**src/csau_pkg.sv**
```systemverilog
`default_nettype none
package csau_pkg;

	// ---------------------------------------------------------------
	// Sizes and character layout
	// ---------------------------------------------------------------
	localparam int ADDR_W = 15;
	localparam int CHAR_W = 6;

	localparam logic [1:0] ZONE_NONE  = 2'h0;
	localparam logic [1:0] ZONE_PLUS  = 2'h1;
	localparam logic [1:0] ZONE_MINUS = 2'h2;

	localparam logic [3:0] DIGIT_ZERO = 4'h0;
	localparam logic [3:0] DIGIT_NINE = 4'h9;
	localparam logic [4:0] DIGIT_TEN  = 5'h0A;

	localparam logic [ADDR_W-1:0] ADDR_STEP = 15'h0001;

	// ---------------------------------------------------------------
	// Operations and states
	// ---------------------------------------------------------------
	typedef enum logic [1:0] {
		op_binary_add          = 2'h0,
		binary_subtract_opcode = 2'h1,
		op_decimal_add         = 2'h2
	} csau_op_t;

	// Gray codes along idle, read A, read B, capture A, write B, sign
	typedef enum logic [2:0] {
		ST_IDLE = 3'h0,
		ST_RDA  = 3'h1,
		ST_RDB  = 3'h3,
		ST_CAPA = 3'h2,
		ST_WRB  = 3'h6,
		ST_SIGN = 3'h7
	} csau_state_t;

	// ---------------------------------------------------------------
	// Carriers
	// ---------------------------------------------------------------
	typedef struct packed {
		logic [1:0] zone;
		logic [3:0] digit;
	} csau_char_t;

	typedef struct packed {
		csau_op_t          op;
		logic [ADDR_W-1:0] a_addr;
		logic [ADDR_W-1:0] b_addr;
	} csau_cmd_t;

	typedef struct packed {
		logic              req;
		logic              we;
		logic [ADDR_W-1:0] addr;
		csau_char_t        wdata;
	} csau_mem_req_t;

	typedef struct packed {
		logic       wm;
		csau_char_t data;
	} csau_mem_rsp_t;

endpackage
`default_nettype wire

```
**src/csau_unit.sv**
```systemverilog
// What this block does
// - Add: A addend, B augend, sum to B
// - Subtract: A subtrahend, B minuend, into B
// - Binary columns are full adders
// - Subtract adds ones complement, right to left
// - Forced first carry, then propagated carry
// - Binary subtract ends on B word mark
// - Equal lengths combine high-order characters too
// - Longer A stops at B high end
// - Shorter A supplies complemented zeros
// - Final carry dropped, no overflow, no spill
// - Signs from units zones select add type
// - Sign is two-bit zone, four codes
// - Equal signs: true add, keep B zone
// - Clear B zones, ignore A zones, except units
// - Unequal signs: add tens complement of A
// - Record high-order carry of complement add
// - Carry: finish with normalized B sign
// - No carry: recomplement B, invert sign
// - Normalized plus 01, minus 10
// - True-add carry past B sets overflow, else unchanged
`timescale 1ns/1ps
`default_nettype none
module csau_unit (
	input  wire logic                    clk,
	input  wire logic                    rst,
	input  wire logic                    start,
	input  wire csau_pkg::csau_cmd_t     cmd,
	input  wire logic                    ovf_clr,
	input  wire csau_pkg::csau_mem_rsp_t mem_rsp,
	output csau_pkg::csau_mem_req_t      mem_req,
	output logic                         busy,
	output logic                         done,
	output logic                         ovf
);
	import csau_pkg::*;

	// ---------------------------------------------------------------
	// State
	// ---------------------------------------------------------------
	csau_state_t       state_q, state_d;
	csau_op_t          op_q;
	logic [ADDR_W-1:0] a_addr_q;
	logic [ADDR_W-1:0] b_addr_q;
	logic [ADDR_W-1:0] units_addr_q;
	csau_char_t        a_char_q;
	logic              a_rd_q;
	logic              a_end_q;
	logic              first_q;
	logic              carry_q;
	logic              recomp_q;
	logic              comp_q;
	logic              sign_a_q;
	logic              res_minus_q;
	logic [3:0]        units_digit_q;
	logic              ovf_q;
	logic              done_q;
	csau_mem_req_t     mem_q, mem_d;

	// ---------------------------------------------------------------
	// Sign decode and column arithmetic
	// ---------------------------------------------------------------
	wire logic       is_dec    = (op_q == op_decimal_add);
	wire logic       is_sub    = (op_q == binary_subtract_opcode);
	wire csau_char_t b_char    = mem_rsp.data;
	wire logic       b_wm      = mem_rsp.wm;
	wire logic       sign_b    = (b_char.zone == ZONE_MINUS);
	wire logic       a_minus   = (mem_rsp.data.zone == ZONE_MINUS);
	wire logic       comp_now  = first_q ? (sign_a_q ^ sign_b) : comp_q;
	wire logic       first_cin = recomp_q | is_sub | (is_dec & comp_now);
	wire logic       cin_eff   = first_q ? first_cin : carry_q;

	// Binary path: subtrahend goes in as its ones complement
	wire logic [CHAR_W-1:0] bin_a = is_sub ? ~a_char_q : a_char_q;
	wire logic [CHAR_W-1:0] bin_b = b_char;
	logic      [CHAR_W-1:0] bin_sum;
	logic      [CHAR_W:0]   bin_c;

	assign bin_c[0] = cin_eff;
	genvar gi;
	generate
		for (gi = 0; gi < CHAR_W; gi++) begin : g_fa
			assign bin_sum[gi]  = bin_a[gi] ^ bin_b[gi] ^ bin_c[gi];
			assign bin_c[gi+1]  = (bin_a[gi] & bin_b[gi]) |
			                      (bin_c[gi] & (bin_a[gi] ^ bin_b[gi]));
		end
	endgenerate

	// Decimal path: recomplement reuses the digit adder as 0 - B
	wire logic [3:0] dec_a    = recomp_q ? b_char.digit : a_char_q.digit;
	wire logic [3:0] dec_b    = recomp_q ? DIGIT_ZERO : b_char.digit;
	wire logic       dec_comp = recomp_q | comp_now;
	logic      [3:0] dec_sum;
	logic            dec_cout;

	csau_dec_digit u_digit (
		.a    (dec_a),
		.b    (dec_b),
		.comp (dec_comp),
		.cin  (cin_eff),
		.sum  (dec_sum),
		.cout (dec_cout)
	);

	wire logic col_cout = is_dec ? dec_cout : bin_c[CHAR_W];

	// True add keeps the original B units zone; all other B zones clear
	wire logic [1:0] dec_zone = (first_q && !recomp_q && !comp_now) ?
	                            b_char.zone : ZONE_NONE;
	wire csau_char_t res_char = is_dec ? csau_char_t'({dec_zone, dec_sum}) :
	                                     csau_char_t'(bin_sum);

	wire logic [1:0] norm_zone = res_minus_q ? ZONE_MINUS : ZONE_PLUS;

	// End-of-field decisions, made in the write cycle on the B word mark
	wire logic last_col   = (state_q == ST_WRB) && b_wm;
	wire logic dec_fin    = is_dec && !recomp_q && !comp_now;       // true add ends here
	wire logic go_recomp  = is_dec && !recomp_q && comp_now && !dec_cout;
	wire logic go_sign    = is_dec && (recomp_q || (comp_now && dec_cout));
	wire logic set_ovf    = last_col && dec_fin && dec_cout;
	wire logic a_read_now = (state_q == ST_RDA) && !a_end_q && !recomp_q;

	// ---------------------------------------------------------------
	// Next state
	// ---------------------------------------------------------------
	always_comb begin
		state_d = state_q;
		unique case (state_q)
			ST_IDLE: begin
				if (start) begin
					state_d = ST_RDA;
				end
			end
			ST_RDA:  state_d = ST_RDB;
			ST_RDB:  state_d = ST_CAPA;
			ST_CAPA: state_d = ST_WRB;
			ST_WRB: begin
				if (!b_wm) begin
					state_d = ST_RDA;
				end else if (go_recomp) begin
					state_d = ST_RDA;
				end else if (go_sign) begin
					state_d = ST_SIGN;
				end else begin
					state_d = ST_IDLE;
				end
			end
			ST_SIGN: state_d = ST_IDLE;
			default: state_d = ST_IDLE;
		endcase
	end

	// ---------------------------------------------------------------
	// Memory request, registered so address and data leave flops
	// ---------------------------------------------------------------
	always_comb begin
		mem_d = '0;
		unique case (state_q)
			ST_RDA: begin
				if (a_read_now) begin
					mem_d.req  = 1'b1;
					mem_d.addr = a_addr_q;
				end
			end
			ST_RDB: begin
				mem_d.req  = 1'b1;
				mem_d.addr = b_addr_q;
			end
			ST_WRB: begin
				mem_d.req   = 1'b1;
				mem_d.we    = 1'b1;
				mem_d.addr  = b_addr_q;
				mem_d.wdata = res_char;
			end
			ST_SIGN: begin
				mem_d.req   = 1'b1;
				mem_d.we    = 1'b1;
				mem_d.addr  = units_addr_q;
				mem_d.wdata = csau_char_t'({norm_zone, units_digit_q});
			end
			default: mem_d = '0;
		endcase
	end

	// ---------------------------------------------------------------
	// Registers
	// ---------------------------------------------------------------
	always_ff @(posedge clk) begin
		if (rst) begin
			state_q <= ST_IDLE;
			mem_q   <= '0;
			done_q  <= 1'b0;
		end else begin
			state_q <= state_d;
			mem_q   <= mem_d;
			done_q  <= (state_q == ST_SIGN) ||
			           (last_col && !go_recomp && !go_sign);
		end
	end

	// Operand walk; the B address never steps past the word-marked character
	always_ff @(posedge clk) begin
		if (rst) begin
			op_q         <= op_binary_add;
			a_addr_q     <= '0;
			b_addr_q     <= '0;
			units_addr_q <= '0;
			a_rd_q       <= 1'b0;
			a_end_q      <= 1'b0;
			first_q      <= 1'b0;
			recomp_q     <= 1'b0;
		end else if (state_q == ST_IDLE && start) begin
			op_q         <= cmd.op;
			a_addr_q     <= cmd.a_addr;
			b_addr_q     <= cmd.b_addr;
			units_addr_q <= cmd.b_addr;
			a_end_q      <= 1'b0;
			first_q      <= 1'b1;
			recomp_q     <= 1'b0;
		end else begin
			// Held through CAPA, where the A response is finally taken
			if (state_q == ST_RDA) begin
				a_rd_q <= a_read_now;
			end
			if (state_q == ST_CAPA && a_rd_q && mem_rsp.wm) begin
				a_end_q <= 1'b1;
			end
			if (state_q == ST_WRB && !b_wm) begin
				b_addr_q <= b_addr_q - ADDR_STEP;
				if (!a_end_q) begin
					a_addr_q <= a_addr_q - ADDR_STEP;
				end
				first_q <= 1'b0;
			end else if (state_q == ST_WRB && go_recomp) begin
				b_addr_q <= units_addr_q;
				first_q  <= 1'b1;
				recomp_q <= 1'b1;
			end
		end
	end

	// Column data: A character (zero once A has ended), carry and signs
	always_ff @(posedge clk) begin
		if (rst) begin
			a_char_q      <= '0;
			carry_q       <= 1'b0;
			comp_q        <= 1'b0;
			sign_a_q      <= 1'b0;
			res_minus_q   <= 1'b0;
			units_digit_q <= '0;
		end else begin
			if (state_q == ST_CAPA) begin
				a_char_q <= a_rd_q ? mem_rsp.data : csau_char_t'('0);
				if (first_q && !recomp_q) begin
					sign_a_q <= a_minus;
				end
			end
			if (state_q == ST_WRB) begin
				carry_q <= col_cout;
				if (first_q) begin
					units_digit_q <= dec_sum;
				end
				if (first_q && !recomp_q) begin
					comp_q      <= comp_now;
					res_minus_q <= sign_b;
				end
				// One-character B: capture and invert fall in the same cycle
				if (go_recomp && b_wm) begin
					res_minus_q <= first_q ? !sign_b : !res_minus_q;
				end
			end
		end
	end

	// Overflow is sticky; a set in the clear cycle wins
	always_ff @(posedge clk) begin
		if (rst) begin
			ovf_q <= 1'b0;
		end else if (set_ovf) begin
			ovf_q <= 1'b1;
		end else if (ovf_clr) begin
			ovf_q <= 1'b0;
		end
	end

	assign mem_req = mem_q;
	assign busy    = (state_q != ST_IDLE);
	assign done    = done_q;
	assign ovf     = ovf_q;

	// ---------------------------------------------------------------
	// Assertions
	// ---------------------------------------------------------------
	property p_bsub_forced_carry;
		@(posedge clk) disable iff (rst)
		(state_q == ST_WRB && first_q && is_sub) |-> (cin_eff == 1'b1);
	endproperty
	a_bsub_forced_carry: assert property (p_bsub_forced_carry)
		else $error("binary subtract first column lacks forced carry");

	property p_carry_chain;
		@(posedge clk) disable iff (rst)
		(state_q == ST_WRB && !b_wm) ##4 (state_q == ST_WRB) |->
			(cin_eff == $past(col_cout, 4));
	endproperty
	a_carry_chain: assert property (p_carry_chain)
		else $error("column carry not passed to the next column");

	property p_write_to_b;
		@(posedge clk) disable iff (rst)
		(state_q == ST_WRB) |=> (mem_req.we && mem_req.addr == $past(b_addr_q));
	endproperty
	a_write_to_b: assert property (p_write_to_b)
		else $error("result not written to the B position");

	property p_bin_ends_on_wm;
		@(posedge clk) disable iff (rst)
		(state_q == ST_WRB && b_wm && !is_dec) |=> (state_q == ST_IDLE && done);
	endproperty
	a_bin_ends_on_wm: assert property (p_bin_ends_on_wm)
		else $error("binary operation did not end at B word mark");

	property p_bin_no_ovf;
		@(posedge clk) disable iff (rst)
		(state_q == ST_WRB && !is_dec && !ovf_clr) |=> (ovf_q == $past(ovf_q));
	endproperty
	a_bin_no_ovf: assert property (p_bin_no_ovf)
		else $error("binary operation changed overflow");

	property p_no_a_read_after_end;
		@(posedge clk) disable iff (rst)
		(state_q == ST_RDA && a_end_q) |=> !mem_req.req;
	endproperty
	a_no_a_read_after_end: assert property (p_no_a_read_after_end)
		else $error("A read after the A field ended");

	property p_sign_normalized;
		@(posedge clk) disable iff (rst)
		(state_q == ST_SIGN) |=> (mem_req.wdata.zone == ZONE_PLUS ||
		                          mem_req.wdata.zone == ZONE_MINUS);
	endproperty
	a_sign_normalized: assert property (p_sign_normalized)
		else $error("sign write not normalized");

	property p_upper_zones_clear;
		@(posedge clk) disable iff (rst)
		(state_q == ST_WRB && is_dec && !first_q) |=> (mem_req.wdata.zone == ZONE_NONE);
	endproperty
	a_upper_zones_clear: assert property (p_upper_zones_clear)
		else $error("decimal result zone not cleared");

	property p_true_add_keeps_zone;
		@(posedge clk) disable iff (rst)
		(state_q == ST_WRB && is_dec && first_q && !recomp_q && !comp_now) |=>
			(mem_req.wdata.zone == $past(b_char.zone));
	endproperty
	a_true_add_keeps_zone: assert property (p_true_add_keeps_zone)
		else $error("true add lost B units zone");

	property p_recomp_on_no_carry;
		@(posedge clk) disable iff (rst)
		(last_col && is_dec && !recomp_q && comp_now && !dec_cout) |=>
			(recomp_q && first_q && state_q == ST_RDA);
	endproperty
	a_recomp_on_no_carry: assert property (p_recomp_on_no_carry)
		else $error("missing recomplement pass");

	property p_ovf_sticky;
		@(posedge clk) disable iff (rst)
		(ovf_q && !ovf_clr) |=> ovf_q;
	endproperty
	a_ovf_sticky: assert property (p_ovf_sticky)
		else $error("overflow dropped without a clear");

	property p_done_pulse;
		@(posedge clk) disable iff (rst)
		done |=> !done;
	endproperty
	a_done_pulse: assert property (p_done_pulse)
		else $error("done held longer than one cycle");

endmodule
`default_nettype wire

```
**src/csau_dec_digit.sv**
```systemverilog
`timescale 1ns/1ps
`default_nettype none
module csau_dec_digit (
	input  wire logic [3:0] a,
	input  wire logic [3:0] b,
	input  wire logic       comp,
	input  wire logic       cin,
	output logic      [3:0] sum,
	output logic            cout
);
	import csau_pkg::*;

	// ---------------------------------------------------------------
	// One decimal column, optionally nines-complementing a
	// ---------------------------------------------------------------
	logic [3:0] a_eff;
	logic [4:0] raw;
	logic [4:0] fixed;

	assign a_eff = comp ? (DIGIT_NINE - a) : a;
	assign raw   = {1'b0, b} + {1'b0, a_eff} + {4'h0, cin};
	assign cout  = (raw >= DIGIT_TEN);
	assign fixed = raw - DIGIT_TEN;
	assign sum   = cout ? fixed[3:0] : raw[3:0];

endmodule
`default_nettype wire

```
**config.mk**
```make
export PLATFORM = sky130hd
export DESIGN_NAME = csau_unit
export DESIGN_NICKNAME = d
export VERILOG_FILES = /design/src/csau_pkg.sv /design/src/csau_unit.sv /design/src/csau_dec_digit.sv
export SDC_FILE = /design/constraint.sdc
export NUM_CORES = 1
export LEC_CHECK = 0
export ABC_AREA = 0
export BUFFER_PORTS_ARGS = -buffer_cell sky130_fd_sc_hd__buf_2
export CAP_MARGIN = 10
export CORE_MARGIN = 3
export CORE_UTILIZATION = 35
export CTS_BUF_LIST = sky130_fd_sc_hd__clkbuf_4
export CTS_CLUSTER_SIZE = 30
export DETAILED_ROUTE_END_ITERATION = 16
export GPL_TIMING_DRIVEN = 1
export PLACE_DENSITY = 0.54
export SLEW_MARGIN = 20
export SYNTH_ARGS = -nofsm -noshare
export SYNTH_HDL_FRONTEND = slang
export SYNTH_HIERARCHICAL = 1
export SYNTH_SLANG_ARGS = --single-unit
```
**constraint.sdc**
```tcl
create_clock -name clk -period 5.6 [get_ports clk]
set_clock_uncertainty 0.1 [all_clocks]
set_input_delay 0.56 -clock clk [delete_from_list [all_inputs] [get_ports clk]]
set_output_delay 0.56 -clock clk [all_outputs]
set_load 0.05 [all_outputs]
```
Word level (Yosys, flattened, before mapping)
Cells that the tools add are included.
{"block": "op_classes", "addsub": 6, "magnitude_cmp": 1, "n_eq_ne": 10, "muxes": 37, "n_bitwise": 38, "n_reduce_logical": 49}
{"operator": "2-to-1 mux 15 bit", "count": 7}
{"operator": "case mux 15 bit (3 select lines)", "count": 1}
{"operator": "subtractor 15 x 1 -> 15 bit, second input constant", "count": 2}
{"operator": "logical AND 1 bit", "count": 21}
{"operator": "2-to-1 mux 6 bit", "count": 3}
{"operator": "2-to-1 mux 4 bit", "count": 4}
{"operator": "case mux 3 bit (5 select lines)", "count": 1}
{"operator": "AND reduction 2 bit", "count": 7}
{"operator": "bitwise AND 1 bit", "count": 13}
{"operator": "2-to-1 mux 1 bit", "count": 13}
{"operator": "XOR 1 bit", "count": 13}
{"operator": "2-to-1 mux 3 bit", "count": 4}
{"operator": "case mux 6 bit (2 select lines)", "count": 1}
{"operator": "logical NOT 1 bit", "count": 9}
{"operator": "bitwise OR 1 bit", "count": 9}
{"operator": "== test 3 x 2 -> 1 bit, second input constant", "count": 2}
{"operator": "== test 3 bit, second input constant", "count": 2}
{"operator": "NOT 6 bit", "count": 1}
{"operator": "nonzero test 2 bit", "count": 3}
{"operator": "nonzero test 3 bit", "count": 2}
{"operator": "OR reduction 2 bit", "count": 3}
{"operator": "adder 4 x 4 -> 5 bit", "count": 1}
{"operator": "adder 5 x 1 -> 5 bit", "count": 1}
{"operator": ">= comparator 5 x 4 -> 1 bit, second input constant", "count": 1}
{"operator": "13 further kinds", "count": 17}
{"block": "totals", "regBits": 93, "inputBits": 43, "output_inout_bits": 26, "word_cells": 164}

Depth between registers and ports, before layout
Gate-level depths: netlist (run 1).
{"block": "logic_depth", "word_depth": 19, "depth_mapped": 18}

Hierarchy
Netlist (run 1), hierarchy kept.
{"module": "csau_unit", "n_inst": 1, "cells_per_inst": 593, "area_per_inst_um2": 4874.7, "seq_area_each_um2": 1861.8}
{"module": "csau_dec_digit", "n_inst": 1, "cells_per_inst": 35, "area_per_inst_um2": 310.3, "seq_area_each_um2": 0.0}

Least setup slack after synthesis (run 1)
OpenSTA, ideal clock, no wires.
{"block": "synth_timing", "kind": "input -> register", "from": "in mem_rsp[5] (netlist bit)", "to": "reg first_q", "arrival_ns": 4.261, "slack_ns": 1.164, "path_stages": 17, "path_buffers": 1, "path_cell_list": "nor2b_1 o221ai_1 nor2_1 o32ai_1 inv_1 fa_1 inv_1 fa_1 ha_1 inv_1 a21oi_2 o311ai_4 nor3_1 a21oi_1 buf_2 o21ai_0 a31oi_1"}
{"block": "synth_between", "elab_chain_len": 12, "word_cells_on_any_way": 16, "cone_classes": "add/sub (2); order compare (1); eq/ne (1); mux (3); bitwise (4); reduce/logical (5)"}
{"element": "start: declaration", "line": "csau_unit.sv:30", "rtl": "input wire csau_pkg::csau_mem_rsp_t mem_rsp,"}
{"element": "== test 2 bit", "line": "csau_unit.sv:67", "rtl": "wire logic sign_b = (b_char.zone == ZONE_MINUS);"}
{"element": "XOR 1 bit", "line": "csau_unit.sv:69", "rtl": "wire logic comp_now = first_q ? (sign_a_q ^ sign_b) : comp_q;"}
{"element": "2-to-1 mux 1 bit", "line": "csau_unit.sv:69"}
{"element": "bitwise AND 1 bit", "line": "csau_unit.sv:70", "rtl": "wire logic first_cin = recomp_q | is_sub | (is_dec & comp_now);"}
{"element": "bitwise OR 1 bit", "line": "csau_unit.sv:70"}
{"element": "2-to-1 mux 1 bit", "line": "csau_unit.sv:71", "rtl": "wire logic cin_eff = first_q ? first_cin : carry_q;"}
{"element": "named net cin_eff", "line": "csau_unit.sv:71"}
{"element": "adder 5 x 1 -> 5 bit", "line": "csau_dec_digit.sv:21", "rtl": "assign raw = {1'b0, b} + {1'b0, a_eff} + {4'h0, cin};"}
{"element": ">= comparator 5 x 4 -> 1 bit", "line": "csau_dec_digit.sv:22", "rtl": "assign cout = (raw >= DIGIT_TEN);"}
{"element": "named net dec_cout", "line": "csau_unit.sv:94", "rtl": "logic dec_cout;"}
{"element": "logical NOT 1 bit", "line": "csau_unit.sv:118", "rtl": "wire logic go_recomp = is_dec && !recomp_q && comp_now && !dec_cout;"}
{"element": "logical AND 1 bit", "line": "csau_unit.sv:118"}
{"element": "logical AND 1 bit", "line": "csau_unit.sv:234", "rtl": "end else if (state_q == ST_WRB && go_recomp) begin"}
{"element": "nonzero test 3 bit (no source line)"}
{"element": "end signal: assignment", "line": "csau_unit.sv:218", "rtl": "first_q <= 1'b1;"}
{"element": "end signal: assignment", "line": "csau_unit.sv:233", "rtl": "first_q <= 1'b0;"}
{"element": "end signal: assignment", "line": "csau_unit.sv:236", "rtl": "first_q <= 1'b1;"}
{"element": "end: declaration", "line": "csau_unit.sv:49", "rtl": "logic first_q;"}
The timed path passes the listed nets, and every way through them passes these cells.
A chain may end at the register's enable or synchronous reset.

Worst setup path in the final report (run 1)
{"block": "layout_timing", "from": "reg first_q", "to": "reg b_addr_q[5]"}
{"block": "layout_between", "elab_chain_len": 10, "word_cells_on_any_way": 14, "cone_classes": "add/sub (2); order compare (1); mux (3); bitwise (3); reduce/logical (5)"}
{"element": "start signal: assignment", "line": "csau_unit.sv:210", "rtl": "first_q <= 1'b0;"}
{"element": "start signal: assignment", "line": "csau_unit.sv:218"}
{"element": "start signal: assignment", "line": "csau_unit.sv:233"}
{"element": "2-to-1 mux 1 bit", "line": "csau_unit.sv:69"}
{"element": "bitwise AND 1 bit", "line": "csau_unit.sv:70"}
{"element": "bitwise OR 1 bit", "line": "csau_unit.sv:70"}
{"element": "2-to-1 mux 1 bit *", "line": "csau_unit.sv:71"}
{"element": "named net cin_eff", "line": "csau_unit.sv:71"}
{"element": "adder 5 x 1 -> 5 bit *", "line": "csau_dec_digit.sv:21"}
{"element": ">= comparator 5 x 4 -> 1 bit *", "line": "csau_dec_digit.sv:22"}
{"element": "named net dec_cout", "line": "csau_unit.sv:94"}
{"element": "logical NOT 1 bit *", "line": "csau_unit.sv:118"}
{"element": "logical AND 1 bit *", "line": "csau_unit.sv:118"}
{"element": "logical AND 1 bit *", "line": "csau_unit.sv:234"}
{"element": "nonzero test 3 bit (no source line) *"}
{"element": "end signal: assignment", "line": "csau_unit.sv:215", "rtl": "b_addr_q <= cmd.b_addr;"}
{"element": "end signal: assignment", "line": "csau_unit.sv:229", "rtl": "b_addr_q <= b_addr_q - ADDR_STEP;"}
{"element": "end signal: assignment", "line": "csau_unit.sv:235", "rtl": "b_addr_q <= units_addr_q;"}
{"element": "end: declaration", "line": "csau_unit.sv:44", "rtl": "logic [ADDR_W-1:0] b_addr_q;"}
Mark *: on every way through the listed nets, which the timed path passes. The rest lies on a longest branch.

==> metrics.txt, run 1 <==
die extent in x=128 um; Crit Path Max Fanout=17; Largest stage delay, worst path=0.67 ns; fmax=214 MHz; FF+latch area=0.00186 sq mm; Critical Path, Cell by Cell=nand2b_1 > o221ai_1 > nor2_1 > o32ai_1 > inv_1 > fa_1 > inv_1 > fa_1 > ha_1 > inv_1 > a21oi_2 > o311ai_4 > nor3_1 > a21oi_1 > buf_4 > a211oi_1 > a311oi_1; syn_area_per_cell=8.26 sq um; Psw=0.569 mW; Core Region=0.0142 sq mm; Initial DRC Count=458; most common cell after layout, fill and taps aside=dfxtp_1; HP Start=cmd[30]; Min-Delay Endpoint=op_q[0]; first drt pass iteration count=6; Tcrit/Tclk final=83.6%; fraction of layout cells with a size suffix above 1=17.5%; vias in the first global route=4541; Setup Buffers After CTS=0; max-slew violations=0; synthesized cell area=0.00518 sq mm; DIE HEIGHT=128 um; Crit-path slowest cell=dfxtp_1; first-pass GRT wire length=23900 um; H-tree depth=3; Comb pwr share=26.8%; initial antenna violation count=1; WS Path Type=reg2reg; Hold Path Class=in2reg; r2r startpoint=first_q; min Tclk post-route=4.68 ns; post-layout util=40.5%; hold_ws=0.181 ns; maximum VDD drop=95.4 uV; YS warnings=6; die area=0.0163 sq mm; Clock Power Share=24.5%; Switching Fraction=36.1%; required time of the critical path=5.92 ns; Total GRT Usage=18.3%; Post-synth EDFFs=0; commonest non-fill, non-tap cells in the layout=93 x dfxtp_1, 83 x nand2_1, 78 x a21oi_1; max_cap viols=0; status=finished clean; TritonCTS clock tree=done; largest net degree at the start of global routing=46; Internal Power=1.01 mW; gr ovfl total=0; final WL=14800 um; worst r2r dst=b_addr_q[5]; Flop pwr share=48.7%; starting density of the core=36.5%; R2R setup slack=0.92 ns; slew margin rel.=31.9%; CTS resizes=0; total CTS buffers=9; HPWL Detailed=10800 um; Final setup viols=0; Final Hold Viols=0; Hold-fix buffers, CTS=0; post-synthesis sequential area ratio=35.9%; CP Capture Type=flop; via count=4803; gpl congestion=0.869; Setup WS pre-CTS=0.760 ns; leakage=2.16 nW; ANT nets after route=0; root buffer cell=clkbuf_4; Via density=5.60; power per cell area=274 mW/mm^2; CP arrival=5.00 ns; hold path cells=3; fillcell total=1467; I/O Buffers=68; Synth Flop Type=dfxtp_1; post-route setup TNS=0 ns; # IOs=69; multi-input combinational cell area=0.00304 sq mm; flop and latch count out of synthesis=93; clk_lat worst skew=0.50 ns; Syn Nets=686; count of cell types in the netlist=80; FFs w/ async S/R, synth=0%; Synth Instances=628; # nets final=729; Crit path top cell by count=inv_1; drt drc=0; layout-stage area growth over the synthesis result=10.9%; row cnt=43; Final WS setup=0.921 ns; r2r worst-path depth=17; CP startpoint kind=flop; WL per Instance=17.3 um; unrepaired setup endpoints after global routing=false; Clk pin slew, worst setup/hold paths=0.17 ns; CTS Sinks=93; Slew @ Worst Pin=1.02 ns; Clock Tree Buf Depth=2
## cell families (layout without fill, tap and decap cells)
kind of cell	after synthesis	after routing	share of synthesized area, %
AO/OA/AOI/OAI	192	192	24.9
XOR/XNOR	24	24	4.20
adder cells (fa/ha/maj)	15	15	4.78
buffers and inverters	67	115	5.60
flip-flops	93	93	35.9
multiplexers	9	9	1.83
other	0	1	0
AND/OR/NAND/NOR	228	228	22.8
## worst max path at each step
stage                from          end
4_1_cts           first_q  b_addr_q[5]
3_5_place_dp   mem_rsp[5]  b_addr_q[5]
5_1_grt           first_q  b_addr_q[4]
3_3_place_gp   mem_rsp[5]  b_addr_q[5]
6_report          first_q  b_addr_q[5]
2_1_floorplan  mem_rsp[5]      first_q
## state kept, by name, indices dropped and copies added (netlist names)
| signal | cells |
|---|---|
| a_end_q | 1 |
| res_minus_q | 1 |
| first_q | 1 |
| comp_q | 1 |
| a_char_q | 6 |
| a_addr_q | 15 |
| carry_q | 1 |
| state_q | 3 |
| op_q | 2 |
| mem_req | 23 |
| sign_a_q | 1 |
| units_addr_q | 15 |
| done | 1 |
| a_rd_q | 1 |
| ovf | 1 |
| recomp_q | 1 |
| b_addr_q | 15 |
| units_digit_q | 4 |
## metal layers
metal	part of all wire, %	up-vias	GRT usage [%]
met2	44	151	27.8
li1	-	2350	-
met1	47	2283	26.0
met3	6.4	19	3.88
met5	0	-	0
met4	2.0	0	6.05
## synth_stat cells, drive strengths merged (3+ instances only)
cell type	n	area, sq um
nand3	23	115
a31oi	9	56.3
mux2i	5	50.1
buf	14	90.1
nand4b	3	26.3
or2	3	18.8
o31ai	9	67.6
mux2	4	45.0
ha	7	87.6
nor4	5	31.3
xor2	9	86.3
nor2	51	191
inv	25	93.8
a22oi	17	128
a211oi	18	140
o21ai	13	65.1
nor3b	3	27.5
nor2b	7	43.8
nand2b	9	56.3
nand2	83	312
a311o	3	30.0
clkbuf	28	106
a21o	7	53.8
a21oi	80	408
nor3	15	95.1
nor4b	4	71.3
and3	4	26.3
dfxtp	93	1860
o211ai	4	30.0
fa	8	160
a21boi	3	22.5
or4	3	26.3
o32ai	3	26.3
xnor2	15	131
## power groups by stage
stage / registers, mW / clock network [mW] / logic (mW)
floorplan: 0.755 / 0 / 0.337
global placement: 0.780 / 0 / 0.414
detailed placement: 0.780 / 0 / 0.419
CTS: 0.766 / 0.397 / 0.423
global route: 0.776 / 0.423 / 0.470
finish: 0.768 / 0.386 / 0.423
## critical path: cells and delay by family, from the launching register on
| kind | cells | cell delay (ns) |
|---|---|---|
| AOI/OAI and AO/OA | 7 | 1.79 |
| adders and majority gates | 3 | 1.15 |
| buffers and inverters | 4 | 0.54 |
| DFF | 1 | 0.67 |
| and+or+nand+nor | 3 | 0.37 |
## cell type report
class	count	share of cell area, %
Antenna cell	1	0.0435
Sequential cell	93	32.4
Tap cell	180	3.92
Timing Repair Buffer	74	6.70
Clock buffer	9	1.18
Inverter	25	1.63
Clock inverter	7	1.26
Multi-Input combinational cell	468	52.9
## through the flow
step	power, mW	cells	cell area (sq um)
global placement	1.19	840	5600
CTS	1.59	856	5740
finish	1.58	857	5750
floorplan	1.09	628	5180
global route	1.67	857	5750
detailed placement	1.20	840	5600
No activity file was read; power rests on OpenSTA's default activity.
==> run 2, diff against run 1 <==
--- a/config.mk
+++ b/config.mk
@@ -5,7 +5,7 @@
 export SDC_FILE = /design/constraint.sdc
 export NUM_CORES = 1
 export LEC_CHECK = 0
-export ABC_AREA = 0
+export ABC_AREA = 1
 export BUFFER_PORTS_ARGS = -buffer_cell sky130_fd_sc_hd__buf_2
 export CAP_MARGIN = 10
 export CORE_MARGIN = 3
@@ -14,7 +14,7 @@
 export CTS_CLUSTER_SIZE = 30
 export DETAILED_ROUTE_END_ITERATION = 16
 export GPL_TIMING_DRIVEN = 1
-export PLACE_DENSITY = 0.54
+export PLACE_DENSITY = 0.56
 export SLEW_MARGIN = 20
 export SYNTH_ARGS = -nofsm -noshare
 export SYNTH_HDL_FRONTEND = slang
==> constraint.sdc (replaced) <==
create_clock -name clk -period 3.77 [get_ports clk]
set_clock_uncertainty 0.1 [all_clocks]
set_input_delay 0.377 -clock clk [delete_from_list [all_inputs] [get_ports clk]]
set_output_delay 0.377 -clock clk [all_outputs]
set_load 0.05 [all_outputs]
==> run 2 against run 1 <==
Register-to-register slack worse by 0.63 ns. Clock power is 27% higher. Cell count is 26% higher. Non-clock buffer count is 17 higher. Sequential power is 46% higher. Sequential share of layout area is 1.8 points lower. Critical endpoint is now carry_q.
==> metrics.txt, run 2 <==
status=finished clean (unchanged); top cells by count, synth=182 x nand2_1, 124 x inv_1, 112 x nor2_1 (was 93 x dfxtp_1, 83 x nand2_1, 78 x a21oi_1); via count=5242 (was 4803); DIE HEIGHT=130 um (was 128 um); I/O Buffers=68 (unchanged); slew margin rel.=45.6% (was 31.9%); Setup WS pre-CTS=-0.0909 ns (was 0.760 ns); gr ovfl total=0 (unchanged); die extent in x=130 um (was 128 um); Yosys top cell by area=dfxtp_1 (unchanged); placed cell count=1060 (was 840); leakage=2.96 nW (was 2.16 nW); Hold Path Class=in2reg (unchanged); Top Family by Delay on Critical Path=adder cells (was compound AO/OA/AOI/OAI gates); FFs w/ async S/R, synth=0% (unchanged); drt drc=0 (unchanged); gpl congestion=0.860 (was 0.869); post-synthesis sequential area ratio=34.6% (was 35.9%); TritonCTS clock tree=done (unchanged); max_cap viols=0 (unchanged); ANT nets after route=0 (unchanged); Crit path top cell by count=inv_1 (unchanged); count leader, synth=nand2_1 (was dfxtp_1); initial antenna violation count=1 (unchanged); synthesized cell area=0.00538 sq mm (was 0.00518 sq mm); YS warnings=6 (unchanged); Syn Nets=872 (was 686); maximum VDD drop=126 uV (was 95.4 uV); hold_ws=0.0438 ns (was 0.181 ns); # IOs=69 (unchanged); worst path buffer plus inverter count=6 (was 4); Largest stage delay, worst path=0.40 ns (was 0.67 ns); syn_area_per_cell=6.61 sq um (was 8.26 sq um); Setup Buffers After CTS=0 (unchanged); H-tree depth=3 (unchanged); Post-synth EDFFs=0 (unchanged); power per cell area=413 mW/mm^2 (was 274 mW/mm^2); row cnt=44 (was 43); placed instance area=0.00597 sq mm (was 0.00560 sq mm); Tcrit/Tclk final=92.4% (was 83.6%); first-pass GRT wire length=24900 um (was 23900 um); required time of the critical path=4.08 ns (was 5.92 ns); WS Path Type=reg2reg (unchanged); die area=0.0169 sq mm (was 0.0163 sq mm); layout-stage area growth over the synthesis result=13.3% (was 10.9%); final WL=15400 um (was 14800 um); min Tclk post-route=3.48 ns (was 4.68 ns); # nets final=945 (was 729); Final WS setup=0.286 ns (was 0.921 ns); total CTS buffers=9 (unchanged); flop and latch count out of synthesis=93 (unchanged); max reg flops=23 (unchanged); root buffer cell=clkbuf_4 (unchanged); HPWL Detailed=11300 um (was 10800 um); fillcell total=1627 (was 1467); Clock Tree Buf Depth=2 (unchanged); post-route cell area=0.00609 sq mm (was 0.00575 sq mm); CP Capture Type=flop (unchanged); clk_lat worst skew=0.47 ns (was 0.50 ns); Crit Path Max Fanout=3 (was 17); CP startpoint kind=flop (unchanged); count of cell types in the netlist=40 (was 80); Hold-fix buffers, CTS=0 (unchanged); fmax=287 MHz (was 214 MHz); largest net degree at the start of global routing=47 (was 46); vias in the first global route=4885 (was 4541); post-layout util=41.3% (was 40.5%); Crit-path slowest cell=fa_1 (was dfxtp_1); starting density of the core=36.4% (was 36.5%); Core Region=0.0148 sq mm (was 0.0142 sq mm); commonest non-fill, non-tap cells in the layout=181 x nand2_1, 123 x inv_1, 112 x nor2_1 (was 93 x dfxtp_1, 83 x nand2_1, 78 x a21oi_1); Initial DRC Count=315 (was 458); WL per Instance=14.3 um (was 17.3 um); Clk pin slew, worst setup/hold paths=0.13 ns (was 0.17 ns); most common cell after layout, fill and taps aside=nand2_1 (was dfxtp_1); Critical Path, Cell by Cell=inv_1 > nand2_1 > nand3_1 > nand2_2 > nand2_1 > nand3_1 > o21a_1 > inv_1 > fa_1 > fa_2 > inv_1 > fa_1 > inv_1 > fa_2 > inv_2 > fa_1 > inv_1 > fa_1 > or2_2 > a31oi_1 (was nand2b_1 > o221ai_1 > nor2_1 > o32ai_1 > inv_1 > fa_1 > inv_1 > fa_1 > ha_1 > inv_1 > a21oi_2 > o311ai_4 > nor3_1 > a21oi_1 > buf_4 > a211oi_1 > a311oi_1); Final setup viols=0 (unchanged); Final Non-Filler Cells=1077 (was 857); Final Hold Viols=0 (unchanged); Synth area leaders=dfxtp_1 35%, nand2_1 13%, inv_1 8.7% (was dfxtp_1 36%, a21oi_1 7.5%, nand2_1 6.0%); Synth Instances=814 (was 628); max-slew violations=0 (unchanged); CTS Sinks=93 (unchanged); Slew @ Worst Pin=0.814 ns (was 1.02 ns); fraction of layout cells with a size suffix above 1=15.8% (was 17.5%); Yosys top cell area share=34.6% (was 35.9%); Via density=4.87 (was 5.60); CP arrival=3.79 ns (was 5.00 ns); Synth Flop Type=dfxtp_1 (unchanged); first drt pass iteration count=5 (was 6); Total GRT Usage=18.8% (was 18.3%)
## run 2: power breakdown
group / total [mW] / switching (mW) / internal [mW] / leakage, nW
combinational: 0.905 / 0.602 / 0.303 / 2.14
sequential: 1.12 / 0.0584 / 1.06 / 0.759
clock: 0.491 / 0.346 / 0.145 / 0.0580
total: 2.52 / 1.01 / 1.51 / 2.96
## run 2: kinds of logic (layout without fill, tap and decap cells)
group | Yosys count | count (layout) | synth area share [%]
AND/OR/NAND/NOR | 384 | 384 | 30.4
buffers and inverters | 161 | 239 | 12.3
AO/OA/AOI/OAI | 148 | 148 | 15.9
flip-flops | 93 | 93 | 34.6
adder cells (fa/ha/maj) | 15 | 15 | 4.61
XOR/XNOR | 13 | 13 | 2.12
other | 0 | 1 | 0
## run 2: final cells by class
cell class / instances / area, sq um / area share, %
repair buffers: 91 / 529 / 8.68
flip-flops and latches: 93 / 1870 / 30.6
clock inverters: 5 / 27.5 / 0.452
inverters: 132 / 495 / 8.13
multi-input cells: 560 / 2860 / 46.9
well taps: 184 / 230 / 3.78
clock buffers: 11 / 82.6 / 1.35
diodes: 1 / 2.50 / 0.0411
## run 2: final timing paths
check | endpoint | from | slack (ns) | depth (start not counted)
max reg2reg | carry_q | sign_a_q | 0.29 | 20
max | carry_q | sign_a_q | 0.29 | 20
min | ovf | ovf_clr | 0.04 | 4
min reg2reg | a_char_q[2] | a_char_q[2] | 0.38 | 2
## run 2: timing repair
action                                  4_1_cts  5_1_grt
endpoints found under the hold margin         0        0
resized for setup                             0        9
endpoints found under the setup margin        0       20
## run 2: per-stage QoR
stage / power (mW) / setup TNS, ns
after global placement: 2.04 / -0.0145
after global routing: 2.72 / -0.0218
final: 2.52 / 0
after CTS: 2.54 / 0
after floorplan: 1.81 / 0
after detailed placement: 2.04 / -0.159
## run 2: worst reg2reg max path, delay by kind of cell, from the launching register on
family	cells	cell delay, ns
fa+ha+maj	6	1.72
buf+inv	6	0.33
simple gates	6	0.69
compound gates	2	0.26
flops	1	0.36
## run 2: layer usage
layer  wire length (um)  track usage (%)
met1               7680             26.8
met2               6840             29.2
met3                630             2.66
met4                254             6.17
met5                  0                0
